--- src/hw/gio_pkg.sv ---
// gpio port package: register map, field positions, reset values
// assumes a plain register port with one-cycle read latency
package gio_pkg;

  // ****************************************
  // register offsets
  // ****************************************
  localparam logic [4:0] ADDR_PORT_A    = 5'h00;
  localparam logic [4:0] ADDR_PORT_B    = 5'h01;
  localparam logic [4:0] ADDR_PORT_C    = 5'h02;
  localparam logic [4:0] ADDR_DIR_A     = 5'h03;
  localparam logic [4:0] ADDR_DIR_B     = 5'h04;
  localparam logic [4:0] ADDR_DIR_C     = 5'h05;
  localparam logic [4:0] ADDR_PU_A      = 5'h06;
  localparam logic [4:0] ADDR_PU_B      = 5'h07;
  localparam logic [4:0] ADDR_PU_C      = 5'h08;
  localparam logic [4:0] ADDR_PD_AB     = 5'h09;
  localparam logic [4:0] ADDR_PD_C      = 5'h0A;
  localparam logic [4:0] ADDR_OD_B      = 5'h0B;
  localparam logic [4:0] ADDR_OD_C      = 5'h0C;
  localparam logic [4:0] ADDR_CHG_A     = 5'h0D;
  localparam logic [4:0] ADDR_CHG_B     = 5'h0E;
  localparam logic [4:0] ADDR_POWER_CONTROL_REG      = 5'h0F;
  localparam logic [4:0] ADDR_PCON2     = 5'h10;
  localparam logic [4:0] ADDR_INTERRUPT_FLAG_REG      = 5'h11;
  localparam logic [4:0] ADDR_INTERRUPT_ENABLE_REG      = 5'h12;
  localparam logic [4:0] ADDR_INTERRUPT_EDGE_REG    = 5'h13;
  localparam logic [4:0] ADDR_IR_CONTROL_REG      = 5'h14;
  localparam logic [4:0] ADDR_ALTCTL    = 5'h15;

  // ****************************************
  // field positions
  // ****************************************
  localparam int BIT_PA5_PU      = 4;  // power control
  localparam int BIT_PA5_PD      = 5;  // group a pull-up ctrl
  localparam int BIT_LVL_FLAG    = 1;  // flag / enable registers
  localparam int BIT_GIE         = 7;  // power control 2
  localparam int BIT_EXT_INT0_SELECT        = 4;
  localparam int BIT_EXT_INT1_SELECT        = 5;
  localparam int BIT_EXT_INT2_SELECT        = 6;
  localparam int BIT_IR_CARRIER_ENABLE        = 0;
  // alternate control register
  localparam int BIT_TIMER0_SOURCE_SEL        = 0;
  localparam int BIT_T0LCK       = 1;
  localparam int BIT_TIMER1_SOURCE_SEL        = 2;
  localparam int BIT_PWM1OE      = 3;
  localparam int BIT_PWM2OE      = 4;
  localparam int BIT_PWM3OE      = 5;
  localparam int BIT_BUZZER2_ENABLE       = 6;
  localparam int BIT_BUZZER3_ENABLE       = 7;
  localparam int BIT_T1OE        = 8;

  // ****************************************
  // reset values
  // ****************************************
  localparam logic [7:0] RST_DIR    = 8'hFF;  // all inputs
  localparam logic [7:0] RST_ZERO   = 8'h00;
  localparam logic [8:0] RST_ALT    = 9'h000;

endpackage

--- src/hw/gio_port.sv ---
// gpio port: 18 pins in groups a (8), b (8), c (2), alternate functions
// assumes pads resolve level from out/oe; cfg_* straps are static words
//
// The register addresses and the address-and-strobe port are this design's own decisions.
`timescale 1ns/10ps
`default_nettype none

module gio_port
  import gio_pkg::*;
(
  // clock and reset
  input  wire logic        core_clk,
  input  wire logic        rst,
  // register port
  input  wire logic [4:0]  reg_addr,
  input  wire logic [8:0]  reg_wdata,
  input  wire logic        reg_wr,
  input  wire logic        reg_rd,
  output logic      [8:0]  reg_rdata,
  // configuration straps
  input  wire logic [2:0]  cfg_pu_1m,
  input  wire logic        cfg_int0_alt,
  input  wire logic        cfg_int1_alt,
  input  wire logic        cfg_int2_en,
  input  wire logic        cfg_ir_large,
  input  wire logic        cfg_reset_pin,
  input  wire logic        cfg_crystal,
  input  wire logic        cfg_clkout,
  input  wire logic        cfg_extclk1_a2,
  input  wire logic        cfg_pwm3_a7,
  input  wire logic [1:0]  cfg_pwm2_pin,
  input  wire logic        cfg_pwm1_b4,
  // internal signals from timers and carrier
  input  wire logic        ir_carrier,
  input  wire logic        instr_clk,
  input  wire logic        pwm1,
  input  wire logic        pwm2,
  input  wire logic        pwm3,
  input  wire logic        buzzer2,
  input  wire logic        buzzer3,
  input  wire logic        timer1_toggle_output,
  // pads
  input  wire logic [17:0] pad_in,
  output logic      [17:0] pad_out,
  output logic      [17:0] pad_oe_n,
  output logic      [17:0] pad_pu_100k,
  output logic      [17:0] pad_pu_1m,
  output logic      [17:0] pad_pd,
  // events to the core
  output logic             irq,
  output logic             ext_int0,
  output logic             ext_int1,
  output logic             ext_int2,
  output logic             ext_reset_n,
  output logic             xtal_sel,
  output logic             ext_timer_clock0_t0,
  output logic             ext_timer_clock0_t1,
  output logic             ext_timer_clock1
);
  import gio_pkg::*;

  // ****************************************
  // registers
  // ****************************************
  logic [7:0]  latch_a, latch_b;
  logic [1:0]  latch_c;
  logic [7:0]  group_a_direction, group_b_direction;
  logic [1:0]  group_c_direction;
  logic [7:0]  group_a_pullup_ctrl, group_b_pullup_ctrl;
  logic [1:0]  group_c_pullup_ctrl, group_c_pulldown_ctrl;
  logic [7:0]  shared_pulldown_ctrl;
  logic [7:0]  group_b_opendrain_sel;
  logic [1:0]  group_c_opendrain_sel;
  logic [7:0]  group_a_change_select, group_b_change_select;
  logic [7:0]  power_control_reg, power_control_reg2;
  logic [7:0]  interrupt_flag_reg, interrupt_enable_reg;
  logic [7:0]  interrupt_edge_reg, ir_control_reg;
  logic [8:0]  alt_ctrl;
  logic [15:0] prev_ab;

  // ****************************************
  // decode
  // ****************************************
  wire        wr_hit_interrupt_flag_reg = reg_wr && (reg_addr == ADDR_INTERRUPT_FLAG_REG);
  wire [7:0]  wd8 = reg_wdata[7:0];
  wire [17:0] latch_all = {latch_c, latch_b, latch_a};
  wire [17:0] dir_all = {group_c_direction, group_b_direction,
                         group_a_direction};
  wire [17:0] pin_is_in = dir_all;

  // ext interrupt selects
  wire ext_int0_select = interrupt_edge_reg[BIT_EXT_INT0_SELECT];
  wire ext_int1_select = interrupt_edge_reg[BIT_EXT_INT1_SELECT];
  wire ext_int2_select = interrupt_edge_reg[BIT_EXT_INT2_SELECT] && cfg_int2_en;
  wire next_int0 = cfg_int0_alt ? pad_in[4] : pad_in[8];
  wire next_int1 = cfg_int1_alt ? pad_in[3] : pad_in[9];

  // pins claimed by an external interrupt lose level-change detect
  wire [15:0] ext_claim;
  assign ext_claim[3]  = ext_int1_select && cfg_int1_alt;
  assign ext_claim[4]  = ext_int0_select && cfg_int0_alt;
  assign ext_claim[5]  = ext_int2_select;
  assign ext_claim[8]  = ext_int0_select && !cfg_int0_alt;
  assign ext_claim[9]  = ext_int1_select && !cfg_int1_alt;
  assign ext_claim[2:0] = 3'h0;
  assign ext_claim[7:6] = 2'h0;
  assign ext_claim[15:10] = 6'h00;

  wire [15:0] chg_sel = {group_b_change_select, group_a_change_select}
                        & ~ext_claim;
  wire        level_change = |(chg_sel & (pad_in[15:0] ^ prev_ab));

  // raw pull enables before the input gate
  wire [17:0] pu_raw;
  wire [17:0] pd_raw;
  assign pu_raw[4:0] = group_a_pullup_ctrl[4:0];
  assign pu_raw[5]   = power_control_reg[BIT_PA5_PU];
  assign pu_raw[7:6] = group_a_pullup_ctrl[7:6];
  assign pu_raw[15:8]  = group_b_pullup_ctrl;
  assign pu_raw[17:16] = group_c_pullup_ctrl;
  assign pd_raw[3:0] = shared_pulldown_ctrl[3:0];
  assign pd_raw[4]   = 1'b0;
  assign pd_raw[5]   = group_a_pullup_ctrl[BIT_PA5_PD];
  assign pd_raw[7:6] = 2'h0;
  assign pd_raw[11:8]  = shared_pulldown_ctrl[7:4];
  assign pd_raw[15:12] = 4'h0;
  assign pd_raw[17:16] = group_c_pulldown_ctrl;

  // per-group strength strap, a5 has its own fixed resistor
  wire [17:0] strong_1m = {{2{cfg_pu_1m[2]}}, {8{cfg_pu_1m[1]}},
                           {2{cfg_pu_1m[0]}}, 1'b0, {5{cfg_pu_1m[0]}}};
  // open-drain selection
  wire [17:0] od_sel = {group_c_opendrain_sel, group_b_opendrain_sel,
                        2'h0, 1'b1, 5'h00};

  // alternate function overrides
  wire ir_carrier_enable    = ir_control_reg[BIT_IR_CARRIER_ENABLE];
  wire pwm1_oe = alt_ctrl[BIT_PWM1OE];
  wire pwm2_oe = alt_ctrl[BIT_PWM2OE];
  wire pwm3_oe = alt_ctrl[BIT_PWM3OE];
  wire bz2_en  = alt_ctrl[BIT_BUZZER2_ENABLE];
  wire bz3_en  = alt_ctrl[BIT_BUZZER3_ENABLE];
  wire t1_oe   = alt_ctrl[BIT_T1OE];
  wire clk_on_a7 = cfg_clkout && !cfg_crystal;

  logic [17:0] alt_en;
  logic [17:0] alt_val;
  always_comb
  begin
    alt_en  = 18'h00000;
    alt_val = 18'h00000;
    if (ir_carrier_enable && cfg_ir_large)
    begin
      alt_en[3]  = 1'b1;
      alt_val[3] = ir_carrier;
    end
    if (ir_carrier_enable && !cfg_ir_large)
    begin
      alt_en[9]  = 1'b1;
      alt_val[9] = ir_carrier;
    end
    if (pwm3_oe)
    begin
      alt_en[cfg_pwm3_a7 ? 7 : 2]  = 1'b1;
      alt_val[cfg_pwm3_a7 ? 7 : 2] = pwm3;
    end
    if (bz3_en)
    begin
      alt_en[2]  = 1'b1;
      alt_val[2] = buzzer3;
    end
    if (clk_on_a7)
    begin
      alt_en[7]  = 1'b1;
      alt_val[7] = instr_clk;
    end
    if (pwm2_oe)
    begin
      case (cfg_pwm2_pin)
        2'h1:
        begin
          alt_en[13]  = 1'b1;
          alt_val[13] = pwm2;
        end
        2'h2:
        begin
          alt_en[14]  = 1'b1;
          alt_val[14] = pwm2;
        end
        default:
        begin
          alt_en[10]  = 1'b1;
          alt_val[10] = pwm2;
        end
      endcase
    end
    if (bz2_en)
    begin
      alt_en[10]  = 1'b1;
      alt_val[10] = buzzer2;
    end
    if (pwm1_oe)
    begin
      alt_en[cfg_pwm1_b4 ? 12 : 11]  = 1'b1;
      alt_val[cfg_pwm1_b4 ? 12 : 11] = pwm1;
    end
    // toggle output last so it wins on b4
    if (t1_oe)
    begin
      alt_en[12]  = 1'b1;
      alt_val[12] = timer1_toggle_output;
    end
  end

  // crystal and reset pin take their pads away from gpio
  wire [17:0] taken = {10'h000, cfg_crystal, cfg_crystal,
                       cfg_reset_pin, 5'h00};
  wire [17:0] drive = (~dir_all | alt_en) & ~taken;
  wire [17:0] pu_on = pu_raw & pin_is_in & ~drive;
  wire [17:0] next_pu_1m   = pu_on & strong_1m;
  wire [17:0] next_pu_100k = pu_on & ~strong_1m;
  wire [17:0] next_pd      = pd_raw & pin_is_in & ~drive;
  wire [17:0] value = (alt_en & alt_val) | (~alt_en & latch_all);
  // open-drain: drive only a low level, release otherwise
  wire [17:0] next_oe_n = ~(drive & ~(od_sel & value));
  wire [17:0] rd_port = (pin_is_in & pad_in) | (~pin_is_in & latch_all);

  // read mux
  logic [8:0] next_rdata;
  always_comb
  begin
    if (reg_addr == ADDR_PORT_A)
      next_rdata = {1'b0, rd_port[7:0]};
    else if (reg_addr == ADDR_PORT_B)
      next_rdata = {1'b0, rd_port[15:8]};
    else if (reg_addr == ADDR_PORT_C)
      next_rdata = {7'h00, rd_port[17:16]};
    else if (reg_addr == ADDR_DIR_A)
      next_rdata = {1'b0, group_a_direction};
    else if (reg_addr == ADDR_DIR_B)
      next_rdata = {1'b0, group_b_direction};
    else if (reg_addr == ADDR_DIR_C)
      next_rdata = {7'h00, group_c_direction};
    else if (reg_addr == ADDR_PU_A)
      next_rdata = {1'b0, group_a_pullup_ctrl};
    else if (reg_addr == ADDR_PU_B)
      next_rdata = {1'b0, group_b_pullup_ctrl};
    else if (reg_addr == ADDR_PU_C)
      next_rdata = {7'h00, group_c_pullup_ctrl};
    else if (reg_addr == ADDR_PD_AB)
      next_rdata = {1'b0, shared_pulldown_ctrl};
    else if (reg_addr == ADDR_PD_C)
      next_rdata = {7'h00, group_c_pulldown_ctrl};
    else if (reg_addr == ADDR_OD_B)
      next_rdata = {1'b0, group_b_opendrain_sel};
    else if (reg_addr == ADDR_OD_C)
      next_rdata = {7'h00, group_c_opendrain_sel};
    else if (reg_addr == ADDR_CHG_A)
      next_rdata = {1'b0, group_a_change_select};
    else if (reg_addr == ADDR_CHG_B)
      next_rdata = {1'b0, group_b_change_select};
    else if (reg_addr == ADDR_POWER_CONTROL_REG)
      next_rdata = {1'b0, power_control_reg};
    else if (reg_addr == ADDR_PCON2)
      next_rdata = {1'b0, power_control_reg2};
    else if (reg_addr == ADDR_INTERRUPT_FLAG_REG)
      next_rdata = {1'b0, interrupt_flag_reg};
    else if (reg_addr == ADDR_INTERRUPT_ENABLE_REG)
      next_rdata = {1'b0, interrupt_enable_reg};
    else if (reg_addr == ADDR_INTERRUPT_EDGE_REG)
      next_rdata = {1'b0, interrupt_edge_reg};
    else if (reg_addr == ADDR_IR_CONTROL_REG)
      next_rdata = {1'b0, ir_control_reg};
    else if (reg_addr == ADDR_ALTCTL)
      next_rdata = alt_ctrl;
    else
      next_rdata = 9'h000;
  end

  // flag: set wins over a software write-zero in the same cycle
  logic [7:0] next_interrupt_flag_reg;
  always_comb
  begin
    next_interrupt_flag_reg = wr_hit_interrupt_flag_reg ? wd8 : interrupt_flag_reg;
    if (level_change)
      next_interrupt_flag_reg[BIT_LVL_FLAG] = 1'b1;
  end

  wire next_irq = interrupt_flag_reg[BIT_LVL_FLAG]
                  && interrupt_enable_reg[BIT_LVL_FLAG]
                  && power_control_reg2[BIT_GIE];

  // ****************************************
  // register writes
  // ****************************************
  always_ff @(posedge core_clk or posedge rst)
  begin
    if (rst)
    begin
      latch_a <= RST_ZERO;
      latch_b <= RST_ZERO;
      latch_c <= 2'h0;
      group_a_direction <= RST_DIR;
      group_b_direction <= RST_DIR;
      group_c_direction <= 2'h3;
      group_a_pullup_ctrl <= RST_ZERO;
      group_b_pullup_ctrl <= RST_ZERO;
      group_c_pullup_ctrl <= 2'h0;
      group_c_pulldown_ctrl <= 2'h0;
      shared_pulldown_ctrl <= RST_ZERO;
      group_b_opendrain_sel <= RST_ZERO;
      group_c_opendrain_sel <= 2'h0;
      group_a_change_select <= RST_ZERO;
      group_b_change_select <= RST_ZERO;
      power_control_reg <= RST_ZERO;
      power_control_reg2 <= RST_ZERO;
      interrupt_enable_reg <= RST_ZERO;
      interrupt_edge_reg <= RST_ZERO;
      ir_control_reg <= RST_ZERO;
      alt_ctrl <= RST_ALT;
    end
    else if (reg_wr)
    begin
      if (reg_addr == ADDR_PORT_A) latch_a <= wd8;
      if (reg_addr == ADDR_PORT_B) latch_b <= wd8;
      if (reg_addr == ADDR_PORT_C) latch_c <= wd8[1:0];
      if (reg_addr == ADDR_DIR_A) group_a_direction <= wd8;
      if (reg_addr == ADDR_DIR_B) group_b_direction <= wd8;
      if (reg_addr == ADDR_DIR_C) group_c_direction <= wd8[1:0];
      if (reg_addr == ADDR_PU_A) group_a_pullup_ctrl <= wd8;
      if (reg_addr == ADDR_PU_B) group_b_pullup_ctrl <= wd8;
      if (reg_addr == ADDR_PU_C) group_c_pullup_ctrl <= wd8[1:0];
      if (reg_addr == ADDR_PD_AB) shared_pulldown_ctrl <= wd8;
      if (reg_addr == ADDR_PD_C) group_c_pulldown_ctrl <= wd8[1:0];
      if (reg_addr == ADDR_OD_B) group_b_opendrain_sel <= wd8;
      if (reg_addr == ADDR_OD_C) group_c_opendrain_sel <= wd8[1:0];
      if (reg_addr == ADDR_CHG_A) group_a_change_select <= wd8;
      if (reg_addr == ADDR_CHG_B) group_b_change_select <= wd8;
      if (reg_addr == ADDR_POWER_CONTROL_REG) power_control_reg <= wd8;
      if (reg_addr == ADDR_PCON2) power_control_reg2 <= wd8;
      if (reg_addr == ADDR_INTERRUPT_ENABLE_REG) interrupt_enable_reg <= wd8;
      if (reg_addr == ADDR_INTERRUPT_EDGE_REG) interrupt_edge_reg <= wd8;
      if (reg_addr == ADDR_IR_CONTROL_REG) ir_control_reg <= wd8;
      if (reg_addr == ADDR_ALTCTL) alt_ctrl <= reg_wdata;
    end
  end

  // ****************************************
  // status and pad outputs
  // ****************************************
  always_ff @(posedge core_clk or posedge rst)
  begin
    if (rst)
    begin
      interrupt_flag_reg <= RST_ZERO;
      prev_ab <= 16'h0000;
      reg_rdata <= 9'h000;
      irq <= 1'b0;
      pad_out <= 18'h00000;
      pad_oe_n <= 18'h3FFFF;
      pad_pu_100k <= 18'h00000;
      pad_pu_1m <= 18'h00000;
      pad_pd <= 18'h00000;
      ext_int0 <= 1'b0;
      ext_int1 <= 1'b0;
      ext_int2 <= 1'b0;
      ext_reset_n <= 1'b1;
      xtal_sel <= 1'b0;
      ext_timer_clock0_t0 <= 1'b0;
      ext_timer_clock0_t1 <= 1'b0;
      ext_timer_clock1 <= 1'b0;
    end
    else
    begin
      interrupt_flag_reg <= next_interrupt_flag_reg;
      prev_ab <= pad_in[15:0];
      reg_rdata <= reg_rd ? next_rdata : 9'h000;
      irq <= next_irq;
      pad_out <= value;
      pad_oe_n <= next_oe_n;
      pad_pu_100k <= next_pu_100k;
      pad_pu_1m <= next_pu_1m;
      pad_pd <= next_pd;
      ext_int0 <= ext_int0_select && next_int0;
      ext_int1 <= ext_int1_select && next_int1;
      ext_int2 <= ext_int2_select && pad_in[5];
      ext_reset_n <= !(cfg_reset_pin && !pad_in[5]);
      xtal_sel <= cfg_crystal;
      ext_timer_clock0_t0 <= alt_ctrl[BIT_TIMER0_SOURCE_SEL] && !alt_ctrl[BIT_T0LCK]
                             && pad_in[4];
      ext_timer_clock0_t1 <= alt_ctrl[BIT_TIMER1_SOURCE_SEL] && pad_in[4];
      ext_timer_clock1 <= cfg_extclk1_a2 ? pad_in[2] : pad_in[1];
    end
  end

endmodule

`default_nettype wire

--- config.mk ---
export PLATFORM = sky130hd
export DESIGN_NAME = gio_port
export DESIGN_NICKNAME = d
export VERILOG_FILES = /design/src/hw/gio_pkg.sv /design/src/hw/gio_port.sv
export SDC_FILE = /design/constraint.sdc
export NUM_CORES = 1
export LEC_CHECK = 0
export ABC_AREA = 1
export BUFFER_PORTS_ARGS = -buffer_cell sky130_fd_sc_hd__buf_4
export CAP_MARGIN = 20
export CORE_MARGIN = 1.5
export CORE_UTILIZATION = 50
export CTS_CLUSTER_SIZE = 20
export DETAILED_ROUTE_END_ITERATION = 8
export PLACE_DENSITY = 0.8
export SYNTH_ARGS = -nofsm -noshare
export SYNTH_HDL_FRONTEND = slang
export SYNTH_SLANG_ARGS = --single-unit
export TNS_END_PERCENT = 30
--- constraint.sdc ---
create_clock -name core_clk -period 17.7 [get_ports core_clk]
set_input_delay 2.655 -clock core_clk [delete_from_list [all_inputs] [get_ports core_clk]]
set_output_delay 2.655 -clock core_clk [all_outputs]
set_load 0.01 [all_outputs]
==> results.md <==
* Worst clock skew at roughly 0.014 ns
* Crit path required time at approximately 18 ns
* Die width at about 150 um
* Sequential element share of the synthesized area at between 60 and 70%
* Synth area leader: dfrtp_1
* PD cells at approximately 120 nW/um^2
* EDFF count, synth at 0
* Top FF cell, synth: dfrtp_1
* Max Transition Viols Final at 0
* Drt total wl at between 30,000 and 40,000 um
* Worst-margin pin slew at 0.9026 ns
* Maximum vdd drop at 0.05798 mV
* Die area at around 23,000 sq um
* CTS Root Cell: clkbuf_16
* Critical path class: primary input to register
* Switching power at approximately 0.43 mW
* Warnings, synthesis at 0
* Vias in the first global route at roughly 8,800
* Slew HR at roughly two fifths
* NumNets Final at roughly 1,400
* Filler cells at 1,816
* Count leader, synth: nand2_1
* R2R depth at 5
* Post-Synthesis Cell Area at approximately 11,000 sq um
* Largest regs: pad_oe_n x18, pad_out x18, pad_pu_100k x18
* Initial antenna violation count at 1
* WL met3 at around 2800 um
* Post-CTS Setup Inserts at 0
* Ys async rst share at 100.0%
* Netlist cell types at between 40 and 50
* Vias/cell at 5.553
* Worst setup SP type: primary input
* CP Max Fanout at 13
* Global route overflow at 0
* Hold Fails Final Rpt at 0
* Final setup viols at 0
* Clk slew on worst S/H paths at around 0.060 ns
* Iteration-0 DRC Markers at ~1,000
* Num CTS Buffers at 27
* Sw frac at 27.49%
* Gr usage total at 27.05%
* Leakage power at roughly 6.5 nW
* Peak Freq at between 200 and 250 MHz
* Maxcap violations at 0
* Internal at 1.140 mW
* Post-CTS sizing at 0
* First-pass GRT wire length at around 47,000 um
* Hold_buf cts at 0
* HP Class: register to register
* Fin Hold WS at 0.3832 ns
* CTS tree: built
* DP Wirelength at roughly 22,000 um
* Crit. End Element: register
* Detailed-route DRC error count at 0
* M1 WL at 12,260 um
* Bufs on Longest Clock Path at 3
* Clk_lat worst skew at about 0.52 ns
* Fraction of layout cells with a size suffix above 1 at approximately a fifth
* Dpl cells at around 1,600
* Die height at between 150 and 200 um
* Fin Setup TNS at 0 ns
* Mean Syn Cell Area at roughly 8.9 sq um
* DR WL/cell at approximately 18 um
* Clock Power Share at 36.4%
* Layout area overhead at 20.77%
* Tmin final at about 4.0 ns
* Top cells by count, synth: nand2_1 (374), dfrtp_1 (226), o21ai_0 (177)
* Hold Crit Depth at 0
* Core area at about 22,000 sq um
* Tcrit/Tclk final at a little under a quarter
* Crit path arrival time at 4.45 ns
* Largest net degree at the start of global routing at 132
* Outcome: complete, no violations
* Top-area cell type share of the netlist area at 51.31%
* Port Buf Inserts at 158
* I/O Pins at between 150 and 200
* DR top layer: met4
* DRT antenna net count at 0
* Synth top area cells: dfrtp_1 (51%), nand2_1 (13%), dfstp_2 (8.8%)
* Gate power share at ~14%
* Initial Utilization at 50.66%
* WL met2 at between 10,000 and 15,000 um
* H-tree levels at 1
* Post-route insts no fill at between 1,500 and 2,000
* Flop pwr share at about half
* Placer congestion estimate at about 0.88
* # rows at 54
* Mapped Cells at approximately 1,200
* Seq cells post-synth at roughly 260
* TritonCTS Sinks at about 260
* DRT Pass-1 Iters at 5
* Via count at 9,374
* RSZ-0062 raised after global routing: false
[per-stage QoR]
step | utilization [%] | area, sq um | total power [mW] | setup slack (ns)
after floorplan | - | 11050 | 0.8887 | 7.866
after global placement | 57.03 | 12410 | 0.9911 | 13.25
after detailed placement | 57.03 | 12410 | 1.003 | 13.22
after CTS | 61.16 | 13310 | 1.577 | 13.73
after global routing | 61.17 | 13310 | 1.638 | 13.55
final | 61.19 | 13310 | 1.572 | 13.65
[layout make-up]
cell class                 instances  area (sq um)  area share [%]
tap                              280         350.3           2.632
timing repair buffer             161          1209           9.080
multi-input combinational        819          3782           28.41
inverter                         115         439.2           3.299
clock buffer                      40         774.5           5.818
sequential                       263          6628           49.79
clock inverter                     8         123.9          0.9305
antenna                            2         5.005         0.03760
[cell usage in the layout, fill, tap and decap left out, types with 6 or more instances in the layout]
cell / instances
a21oi_1: 33
buf_4: 161
clkbuf_1: 8
clkbuf_16: 27
conb_1: 8
dfrtp_1: 226
dfstp_2: 37
inv_1: 103
inv_2: 10
nand2_1: 374
nand3_1: 33
nand4_1: 19
nor2_1: 63
nor2_2: 9
nor2_4: 7
nor3_1: 26
o211ai_1: 8
o21ai_0: 177
o21ai_1: 17
or2_2: 6
[power groups by stage]
| stage | Sequential [mW] | Clock [mW] | Combinational (mW) |
|---|---|---|---|
| 2_1_floorplan | 0.769 | 0 | 0.120 |
| 3_3_place_gp | 0.775 | 0 | 0.216 |
| 3_5_place_dp | 0.778 | 0 | 0.225 |
| 4_1_cts | 0.769 | 0.580 | 0.228 |
| 5_1_grt | 0.780 | 0.602 | 0.256 |
| 6_report | 0.771 | 0.572 | 0.228 |
[worst max-delay path, cell delays in order]
cell and delay [ns]:
buf_4 0.14, nor2_4 0.18, nand3_2 0.27, or2_0 0.29, nand2_1 0.07, nand2_1 0.05
nand2_1 0.05, nand3_1 0.09, nand2_1 0.09, nand4_1 0.11, nand2_1 0.09, nand4_1 0.08
nand2_1 0.07, nand3_1 0.07, nand2_1 0.07, a21oi_1 0.06
[kinds of logic (layout without fill, tap and decap cells)]
logic type	count (synthesis)	in the layout	share of synthesized area, %
and+or+nand+nor	556	556	21.56
DFF	263	263	60.13
AOI/OAI and AO/OA	247	247	11.72
buffers and inverters	160	324	5.789
xor gates and xnor gates	3	3	0.2384
muxes	3	3	0.3065
adders and majority gates	2	2	0.2270
other	1	10	0.03402
[per-layer routing]
layer / track usage (%) / vias to the layer above
li1: - / 4279
met1: 36.68 / 4502
met2: 43.50 / 510
met5: 0 / -
met4: 11.36 / 0
met3: 4.251 / 83
[path summary, 6_finish.rpt]
check                                         start                  endpoint  slack, ns
max in group asynchronous                       rst  group_b_opendrain_sel[4]      13.89
min in group asynchronous                       rst                pad_out[7]       2.32
max                                     reg_addr[2]              reg_rdata[1]      13.65
max reg2reg                group_a_change_select[7]     interrupt_flag_reg[1]      15.93
min reg2reg                    group_a_direction[1]               pad_oe_n[1]       0.38
min                            group_a_direction[1]               pad_oe_n[1]       0.38
Note: power is estimated with default switching activity, not from simulation.
